--- config.mk ---
export PLATFORM = sky130hd
export DESIGN_NAME = ssi_top
export DESIGN_NICKNAME = d
export VERILOG_FILES = /design/src/shared/ssi_pkg.sv /design/src/core/ssi_top.sv /design/src/core/ssi_sync.sv
export SDC_FILE = /design/constraint.sdc
export NUM_CORES = 1
export LEC_CHECK = 0
export ABC_CLOCK_PERIOD_IN_PS = 2450
export BUFFER_PORTS_ARGS = -buffer_cell sky130_fd_sc_hd__buf_2
export CAP_MARGIN = 0
export CELL_PAD_IN_SITES_DETAIL_PLACEMENT = 0
export CELL_PAD_IN_SITES_GLOBAL_PLACEMENT = 1
export CORE_MARGIN = 2
export CORE_UTILIZATION = 35
export CTS_CLUSTER_SIZE = 10
export DETAILED_ROUTE_END_ITERATION = 6
export PLACE_DENSITY = 0.67
export SKIP_LAST_GASP = 1
export SLEW_MARGIN = 25
export SYNTH_ARGS = -nofsm -noshare
export SYNTH_HDL_FRONTEND = slang
export SYNTH_SLANG_ARGS = --single-unit
--- constraint.sdc ---
create_clock -name clk_in -period 2.45 [get_ports clk_in]
set_input_delay 0.49 -clock clk_in [delete_from_list [all_inputs] [get_ports clk_in]]
set_output_delay 0.49 -clock clk_in [all_outputs]
set_load 0.02 [all_outputs]
--- src/shared/ssi_pkg.sv ---
/*
 Shared constants and types for the startup status indicator.
 Assumes a single 250 MHz clock domain and no software-visible registers.
*/
package ssi_pkg;
	// ==========================================================
	// Lamp pattern bit positions {one, two, three, error}
	localparam int LAMP_ONE_BIT = 3;
	localparam int LAMP_TWO_BIT = 2;
	localparam int LAMP_THREE_BIT = 1;
	localparam int LAMP_ERR_BIT = 0;
	localparam int LAMP_W = 4;
	localparam int FB_LAMPS = 7;
	localparam int UL_W = 3;

	// ==========================================================
	// Lamp patterns per phase
	localparam logic [LAMP_W-1:0] PAT_BOOT = 4'h0;
	localparam logic [LAMP_W-1:0] PAT_READY = 4'h0;
	localparam logic [LAMP_W-1:0] PAT_RT_ERR = 4'h9;
	localparam logic [LAMP_W-1:0] PAT_TC_ERR = 4'h5;
	localparam logic [LAMP_W-1:0] PAT_PL_OK = 4'h8;
	localparam logic [LAMP_W-1:0] PAT_TC_OK = 4'hC;
	localparam logic [LAMP_W-1:0] PAT_FLASH = 4'hE;

	// ==========================================================
	// Boot phase reports from the sequencer
	typedef enum logic [2:0] {
		SSI_EV_NONE,
		SSI_EV_RT_FAIL,
		SSI_EV_TC_FAIL,
		SSI_EV_PL_OK,
		SSI_EV_TC_OK,
		SSI_EV_FLASH_START,
		SSI_EV_READY,
		SSI_EV_DRV_FAIL
	} ssi_event_t;

	typedef enum {
		SSI_ST_BOOT,
		SSI_ST_PL_OK,
		SSI_ST_TC_OK,
		SSI_ST_FLASH,
		SSI_ST_READY,
		SSI_ST_RT_ERR,
		SSI_ST_TC_ERR
	} ssi_state_t;
endpackage

--- src/core/ssi_top.sv ---
/*
 Startup status indicator: encodes boot phases and startup errors on the
 front-panel lamps, then hands the user lamps to the application.
 Assumes the boot sequencer and application run on clk_in; network and
 fieldbus status arrive from pins and are synchronised here.
*/
`timescale 1ns/1ps
// What this block does
// - On successful startup all user lamps and error lamp go dark.
// - After ready, user lamps follow application-written values.
// - Run-time start failure lights lamp one and error lamp only.
// - Coprocessor load failure lights lamp two and error lamp only.
// - Logic loaded: lamp one lit, others and error dark.
// - Coprocessor loaded: lamps one and two lit, three and error dark.
// - Flash initialising: all user lamps lit, error lamp dark.
// - Driver load failure lights both transmit status lamps.
// - Network activity lamp lit while receiving or transmitting.
// - Seven fieldbus lamps reserved, meaning set by fitted fieldbus.
// - Network link lamp lit while a link pulse is present.
module ssi_top
	import ssi_pkg::*;
(
	input wire logic clk_in,
	input wire logic rst_b_in,
	input wire logic ce_in,
	input wire logic [2:0] boot_event_in,
	input wire logic [UL_W-1:0] app_lamps_in,
	input wire logic app_lamps_we_in,
	input wire logic [1:0] tx_status_in,
	input wire logic net_rx_in,
	input wire logic net_tx_in,
	input wire logic net_link_in,
	input wire logic [FB_LAMPS-1:0] fieldbus_in,
	output logic user_lamp_one_out,
	output logic user_lamp_two_out,
	output logic user_lamp_three_out,
	output logic error_lamp_out,
	output logic transmit_status_lamp_a_out,
	output logic transmit_status_lamp_b_out,
	output logic network_activity_lamp_out,
	output logic network_link_lamp_out,
	output logic [FB_LAMPS-1:0] fieldbus_lamps_out,
	output logic app_owns_lamps_out
);
	// ==========================================================
	// Pin synchronisation
	localparam int PIN_W = 3 + FB_LAMPS;
	logic [PIN_W-1:0] pins_s;
	logic rx_s;
	logic tx_s;
	logic link_s;
	logic [FB_LAMPS-1:0] fb_s;

	ssi_sync #(.W(PIN_W)) u_sync (
		.clk_in(clk_in),
		.rst_b_in(rst_b_in),
		.ce_in(ce_in),
		.d_in({net_rx_in, net_tx_in, net_link_in, fieldbus_in}),
		.q_out(pins_s)
	);
	assign {rx_s, tx_s, link_s, fb_s} = pins_s;

	// ==========================================================
	// Boot phase state
	ssi_state_t state_r;
	ssi_state_t state_nxt;
	logic drv_fail_r;
	logic drv_fail_nxt;
	logic [UL_W-1:0] app_r;
	logic [UL_W-1:0] app_nxt;
	logic [LAMP_W-1:0] pat_r;
	logic [LAMP_W-1:0] pat_nxt;
	logic [1:0] txl_r;
	logic [1:0] txl_nxt;
	logic act_r;
	logic act_nxt;
	logic link_r;
	logic link_nxt;
	logic [FB_LAMPS-1:0] fb_r;
	logic [FB_LAMPS-1:0] fb_nxt;
	ssi_event_t ev;

	function automatic logic is_error(input ssi_state_t s);
		return (s == SSI_ST_RT_ERR) || (s == SSI_ST_TC_ERR);
	endfunction

	always_comb begin
		ev = ssi_event_t'(boot_event_in);
		state_nxt = state_r;
		drv_fail_nxt = drv_fail_r;
		app_nxt = app_r;
		if (ce_in) begin
			// Errors are terminal until reset
			if (!is_error(state_r)) begin
				case (ev)
					SSI_EV_RT_FAIL: state_nxt = SSI_ST_RT_ERR;
					SSI_EV_TC_FAIL: state_nxt = SSI_ST_TC_ERR;
					SSI_EV_PL_OK: state_nxt = SSI_ST_PL_OK;
					SSI_EV_TC_OK: state_nxt = SSI_ST_TC_OK;
					SSI_EV_FLASH_START: state_nxt = SSI_ST_FLASH;
					SSI_EV_READY: state_nxt = SSI_ST_READY;
					default: state_nxt = state_r;
				endcase
			end
			if (ev == SSI_EV_DRV_FAIL) begin
				drv_fail_nxt = 1'b1;
			end
			// Writes before ready are not shown
			if (app_lamps_we_in) begin
				app_nxt = app_lamps_in;
			end
			// Entering ready starts from dark lamps, so a write in that same cycle is lost
			if (state_r != SSI_ST_READY && state_nxt == SSI_ST_READY) begin
				app_nxt = '0;
			end
		end
	end

	// ==========================================================
	// Lamp drive
	always_comb begin
		pat_nxt = pat_r;
		txl_nxt = txl_r;
		act_nxt = act_r;
		link_nxt = link_r;
		fb_nxt = fb_r;
		if (ce_in) begin
			case (state_nxt)
				SSI_ST_BOOT: pat_nxt = PAT_BOOT;
				SSI_ST_RT_ERR: pat_nxt = PAT_RT_ERR;
				SSI_ST_TC_ERR: pat_nxt = PAT_TC_ERR;
				SSI_ST_PL_OK: pat_nxt = PAT_PL_OK;
				SSI_ST_TC_OK: pat_nxt = PAT_TC_OK;
				SSI_ST_FLASH: pat_nxt = PAT_FLASH;
				// Application drives user lamps; error lamp stays dark
				SSI_ST_READY: pat_nxt = {app_nxt, PAT_READY[LAMP_ERR_BIT]};
				default: pat_nxt = PAT_BOOT;
			endcase
			// Driver failure overrides the transmit status lamps
			txl_nxt = drv_fail_nxt ? '1 : tx_status_in;
			act_nxt = rx_s | tx_s;
			link_nxt = link_s;
			fb_nxt = fb_s;
		end
	end

	// Reset also clears app values so a stale pattern cannot reappear
	always_ff @(posedge clk_in) begin
		if (!rst_b_in) begin
			state_r <= SSI_ST_BOOT;
			drv_fail_r <= 1'b0;
			app_r <= '0;
			pat_r <= PAT_BOOT;
			txl_r <= '0;
			act_r <= 1'b0;
			link_r <= 1'b0;
			fb_r <= '0;
		end else begin
			state_r <= state_nxt;
			drv_fail_r <= drv_fail_nxt;
			app_r <= app_nxt;
			pat_r <= pat_nxt;
			txl_r <= txl_nxt;
			act_r <= act_nxt;
			link_r <= link_nxt;
			fb_r <= fb_nxt;
		end
	end

	assign user_lamp_one_out = pat_r[LAMP_ONE_BIT];
	assign user_lamp_two_out = pat_r[LAMP_TWO_BIT];
	assign user_lamp_three_out = pat_r[LAMP_THREE_BIT];
	assign error_lamp_out = pat_r[LAMP_ERR_BIT];
	assign {transmit_status_lamp_a_out, transmit_status_lamp_b_out} = txl_r;
	assign network_activity_lamp_out = act_r;
	assign network_link_lamp_out = link_r;
	assign fieldbus_lamps_out = fb_r;
	assign app_owns_lamps_out = (state_r == SSI_ST_READY);

	// ==========================================================
	// Assertions
	logic [LAMP_W-1:0] lamps_w;
	assign lamps_w = {user_lamp_one_out, user_lamp_two_out, user_lamp_three_out, error_lamp_out};

	rt_err_pat_a: assert property (@(posedge clk_in) disable iff (!rst_b_in)
		(state_r == SSI_ST_RT_ERR) |-> (lamps_w == PAT_RT_ERR))
		else $error("run-time error pattern wrong");
	tc_err_pat_a: assert property (@(posedge clk_in) disable iff (!rst_b_in)
		(state_r == SSI_ST_TC_ERR) |-> (lamps_w == PAT_TC_ERR))
		else $error("coprocessor error pattern wrong");
	pl_ok_pat_a: assert property (@(posedge clk_in) disable iff (!rst_b_in)
		(ce_in && !is_error(state_r) && ev == SSI_EV_PL_OK) |=> (lamps_w == PAT_PL_OK))
		else $error("logic loaded pattern wrong");
	tc_ok_pat_a: assert property (@(posedge clk_in) disable iff (!rst_b_in)
		(ce_in && !is_error(state_r) && ev == SSI_EV_TC_OK) |=> (lamps_w == PAT_TC_OK))
		else $error("coprocessor loaded pattern wrong");
	flash_pat_a: assert property (@(posedge clk_in) disable iff (!rst_b_in)
		(state_r == SSI_ST_FLASH) |-> (lamps_w == PAT_FLASH))
		else $error("flash init pattern wrong");
	ready_app_a: assert property (@(posedge clk_in) disable iff (!rst_b_in)
		(state_r == SSI_ST_READY) |-> ({user_lamp_one_out, user_lamp_two_out, user_lamp_three_out} == app_r
		&& !error_lamp_out))
		else $error("ready lamps not from application");
	error_sticky_a: assert property (@(posedge clk_in) disable iff (!rst_b_in)
		is_error(state_r) |=> (state_r == $past(state_r)))
		else $error("error state left before reset");
	drv_fail_tx_a: assert property (@(posedge clk_in) disable iff (!rst_b_in)
		(ce_in && ev == SSI_EV_DRV_FAIL) |=> (transmit_status_lamp_a_out && transmit_status_lamp_b_out)[*2])
		else $error("driver failure not on transmit lamps");
	net_act_a: assert property (@(posedge clk_in) disable iff (!rst_b_in)
		(ce_in && $past(ce_in) && $past(ce_in, 2) && $past(ce_in, 3) && $past(rst_b_in) && $past(rst_b_in, 2)
		&& $past(rst_b_in, 3)) |->
		(network_activity_lamp_out == ($past(net_rx_in, 3) | $past(net_tx_in, 3))))
		else $error("activity lamp mismatch");
	ready_entry_dark_a: assert property (@(posedge clk_in) disable iff (!rst_b_in)
		(ce_in && !is_error(state_r) && state_r != SSI_ST_READY && ev == SSI_EV_READY) |=> (lamps_w == PAT_READY))
		else $error("ready entry lamps not dark");
	reset_boot_a: assert property (@(posedge clk_in)
		!rst_b_in |=> (!app_owns_lamps_out && lamps_w == PAT_BOOT))
		else $error("reset did not restart boot encoding");

	ready_c: cover property (@(posedge clk_in) disable iff (!rst_b_in) state_r == SSI_ST_READY);
	rt_err_c: cover property (@(posedge clk_in) disable iff (!rst_b_in) state_r == SSI_ST_RT_ERR);
	flash_ready_c: cover property (@(posedge clk_in) disable iff (!rst_b_in)
		(state_r == SSI_ST_FLASH) ##[1:20] (state_r == SSI_ST_READY));
	drv_fail_c: cover property (@(posedge clk_in) disable iff (!rst_b_in) drv_fail_r);
endmodule

--- src/core/ssi_sync.sv ---
/*
 Two-flop synchroniser for a vector of pin inputs.
 Assumes inputs are asynchronous levels; output lags by two enabled edges.
*/
`timescale 1ns/1ps
module ssi_sync #(
	parameter int W = 1
) (
	input wire logic clk_in,
	input wire logic rst_b_in,
	input wire logic ce_in,
	input wire logic [W-1:0] d_in,
	output logic [W-1:0] q_out
);
	logic [W-1:0] meta_r;
	logic [W-1:0] meta_nxt;
	logic [W-1:0] q_r;
	logic [W-1:0] q_nxt;

	always_comb begin
		meta_nxt = meta_r;
		q_nxt = q_r;
		if (ce_in) begin
			meta_nxt = d_in;
			q_nxt = meta_r;
		end
	end

	always_ff @(posedge clk_in) begin
		if (!rst_b_in) begin
			meta_r <= '0;
			q_r <= '0;
		end else begin
			meta_r <= meta_nxt;
			q_r <= q_nxt;
		end
	end

	assign q_out = q_r;
endmodule

==> results_dict.tcl <==
set metrics [dict create \
    die_w_um 92.0 \
    clock-sinks 71 \
    synthSimpleGateAreaFrac_pct 22.9 \
    rr_startpoint "state_r[23]" \
    avgSynthCellArea_um2 10.2 \
    synth_xor_area_share_pct 0.646 \
    min_path_type "in -> reg" \
    cts_buffers 9 \
    netlist_instances 266 \
    rr_worst_depth 9 \
    final.setup.tns_ns 0 \
    cts_tree "yes" \
    clk_path_buf_depth 2 \
    die_area_um2 8470 \
    synth_adder_area_share_pct 0 \
    start_kind "flop" \
    clk_pin_slew_ns 0.08 \
    drc 0 \
    syn-num-nets 288 \
    fmax_mhz 424 \
    wire_per_inst_um 12.0 \
    slew_headroom_pct 67.4 \
    place.gp.congestion 0.746 \
    grt.total_usage_pct 12.8 \
    p_total_mw 2.39 \
    synth.most_common_cell "dfxtp_1" \
    critPathLaunch "state_r[23]" \
    rsz0062_at_grt "yes" \
    n_antenna_cell 0 \
    vias 1880 \
    required_ns 1.96 \
    max_slew.worst_pin.slew_ns 0.476 \
    fin_skew_ns 0.0131 \
    rows 32 \
    nets 328 \
    p_leak_nw 1.43 \
    io_buffers 37 \
    arrival_ns 1.87 \
    antenna_found_initial 0 \
    start_util_pct 35.6 \
    synth_compound_area_share_pct 7.71 \
    viasPerCell 4.55 \
    clk_latency_ns 0.34 \
    r2r_slack_ns 0.11 \
    ys_types 43 \
    critPathCapture "app_owns_lamps_out" \
    post-route-period-util_pct 96.3 \
    first_global_vias 1895 \
    ys.warnings.count 0 \
    synth_top_cell_area_share_pct 52.4 \
    grt_max_degree 32 \
    synth_area_leaders "dfxtp_1 52%, mux2i_1 12%, and2_1 6.7%" \
    muxShareOfSynthArea_pct 12.6 \
    die-height_um 92.0 \
    syn_to_final_growth_pct 19.5 \
    vdd.ir_drop.worst_v 0.000348 \
    hold_viol_final 0 \
    setup.worst_path.class "reg -> out" \
    core_region_area_um2 7610 \
    setup_viol 0 \
    cts_hold_buf 0 \
    fin_crit_ns 2.36 \
    overflow 0 \
    wl_mm 4.96 \
    ant_nets 0 \
    critPathMaxFanout 2 \
    clockRootBuffer "clkbuf_8" \
    grt_pass1_wl_mm 8.63 \
    power.density_nw_per_um2 737 \
    async_flop_share_pct 0 \
    io_pins 38 \
    synth_area_um2 2710 \
    r2r-end "lamps_w[3]" \
    first_pass_iters 4 \
    ys_top_cells_by_count "71 x dfxtp_1, 43 x nor2_1, 33 x mux2i_1" \
    ys_seq_elements 71 \
    hpwl_mm 3.36 \
    status "finished clean" \
    maxSlewViolCount 0 \
    synth_top_family_by_area "simple AND/OR/NAND/NOR gates" \
    cp-end-kind "output pin" \
    h-tree-depth 3 \
    maxCapViolCount 0 \
    drtIter0Drc 60 \
    drive_gt1_share_pct 24.4 \
    synth-edff-count 0 \
    synth_top_area_cell "dfxtp_1" \
    ys_seq_area_share_pct 52.4 \
    ys.flop_type "dfxtp_1" \
]
-- where the power goes --
| group | switching, mW | total (mW) | internal [mW] |
|---|---|---|---|
| sequential | 0.0198 | 1.21 | 1.19 |
| combinational | 0.130 | 0.223 | 0.0935 |
| clock | 0.428 | 0.956 | 0.528 |
-- sequential cells by signal (all words and copies together), names as in the netlist --
| register | cells |
|---|---|
| lamps_w | 4 |
| txl_r | 2 |
| drv_fail_r | 1 |
| network_link_lamp_out | 1 |
| network_activity_lamp_out | 1 |
| state_r | 32 |
| u_sync.meta_r | 10 |
| u_sync.q_out | 10 |
| app_r | 3 |
| fieldbus_lamps_out | 7 |
-- layout make-up --
| cell class | count | area, um2 |
|---|---|---|
| clock buffer | 12 | 155 |
| clock inverter | 4 | 53.8 |
| fill | 792 | 4370 |
| inverter | 5 | 18.8 |
| multi-input combinational | 176 | 1230 |
| sequential | 71 | 1420 |
| tap | 102 | 128 |
| timing repair buffer | 43 | 233 |
-- routing by layer --
layer	share of wire [%]	routed length (um)	GRT usage (%)	vias up
met5	0	0	0	-
met4	1.6	80	5.97	0
met3	5.4	270	4.77	8
met2	43	2150	19.2	34
met1	50	2460	16.2	848
li1	-	-	-	990
-- worst max-delay path, cell delays in order, from the launching register on --
cell and delay, ns:
dfxtp_2 0.34, nor4_4 0.32, nand4_4 0.12, or3_4 0.40, nor3_2 0.18, buf_4 0.17
-- per-stage QoR --
step / std cells / cell area (um2) / hold slack [ns] / utilization [%] / setup slack [ns]
finish: 413 / 3240 / 0.383 / 42.6 / 0.0900
detailed placement: 395 / 2970 / 0.442 / 39.1 / 0.226
global route: 413 / 3240 / 0.383 / 42.6 / -0.0409
floorplan: 266 / 2710 / 0.431 / - / 0.233
global placement: 395 / 2970 / 0.444 / 39.1 / 0.255
CTS: 412 / 3230 / 0.364 / 42.4 / 0.0107
-- what timing repair did --
action                                  CTS  global route
endpoints found under the setup margin    1             1
gates cloned                              0             0
pin swaps                                 0             2
setup buffers                             1             1
resized for setup                         6             2
-- worst min path at each step --
stage          depth (start not counted)                to  slack [ns]           start
2_1_floorplan                          1        state_r[8]        0.43      state_r[8]
3_3_place_gp                           1        state_r[8]        0.44      state_r[8]
3_5_place_dp                           2        lamps_w[2]        0.44      lamps_w[2]
4_1_cts                                3  u_sync.meta_r[4]        0.36  fieldbus_in[4]
5_1_grt                                3  u_sync.meta_r[1]        0.38  fieldbus_in[1]
6_report                               3  u_sync.meta_r[7]        0.38     net_link_in
-- layout by cell type (no fill, tap or decap), types with 2 or more instances in the layout --
master / instances
inv_1: 5
o21ai_0: 6
nor4_4: 3
buf_4: 7
and2_1: 29
a21oi_1: 6
clkbuf_8: 11
nor4_2: 3
xnor2_1: 2
clkinvlp_4: 2
o211ai_1: 2
nor2_1: 43
a22oi_1: 2
nand2_1: 12
or2_1: 2
mux2i_1: 33
nand3_1: 5
nor3_2: 3
dfxtp_1: 70
o31ai_1: 2
buf_2: 36
nor4_1: 2
-- cells by family after synthesis --
logic type / Yosys count
AND/OR/NAND/NOR: 111
flip-flops: 71
multiplexers: 34
AO/OA/AOI/OAI: 29
buffers and inverters: 19
XOR/XNOR: 2
Power figures use the tool's default switching activity.
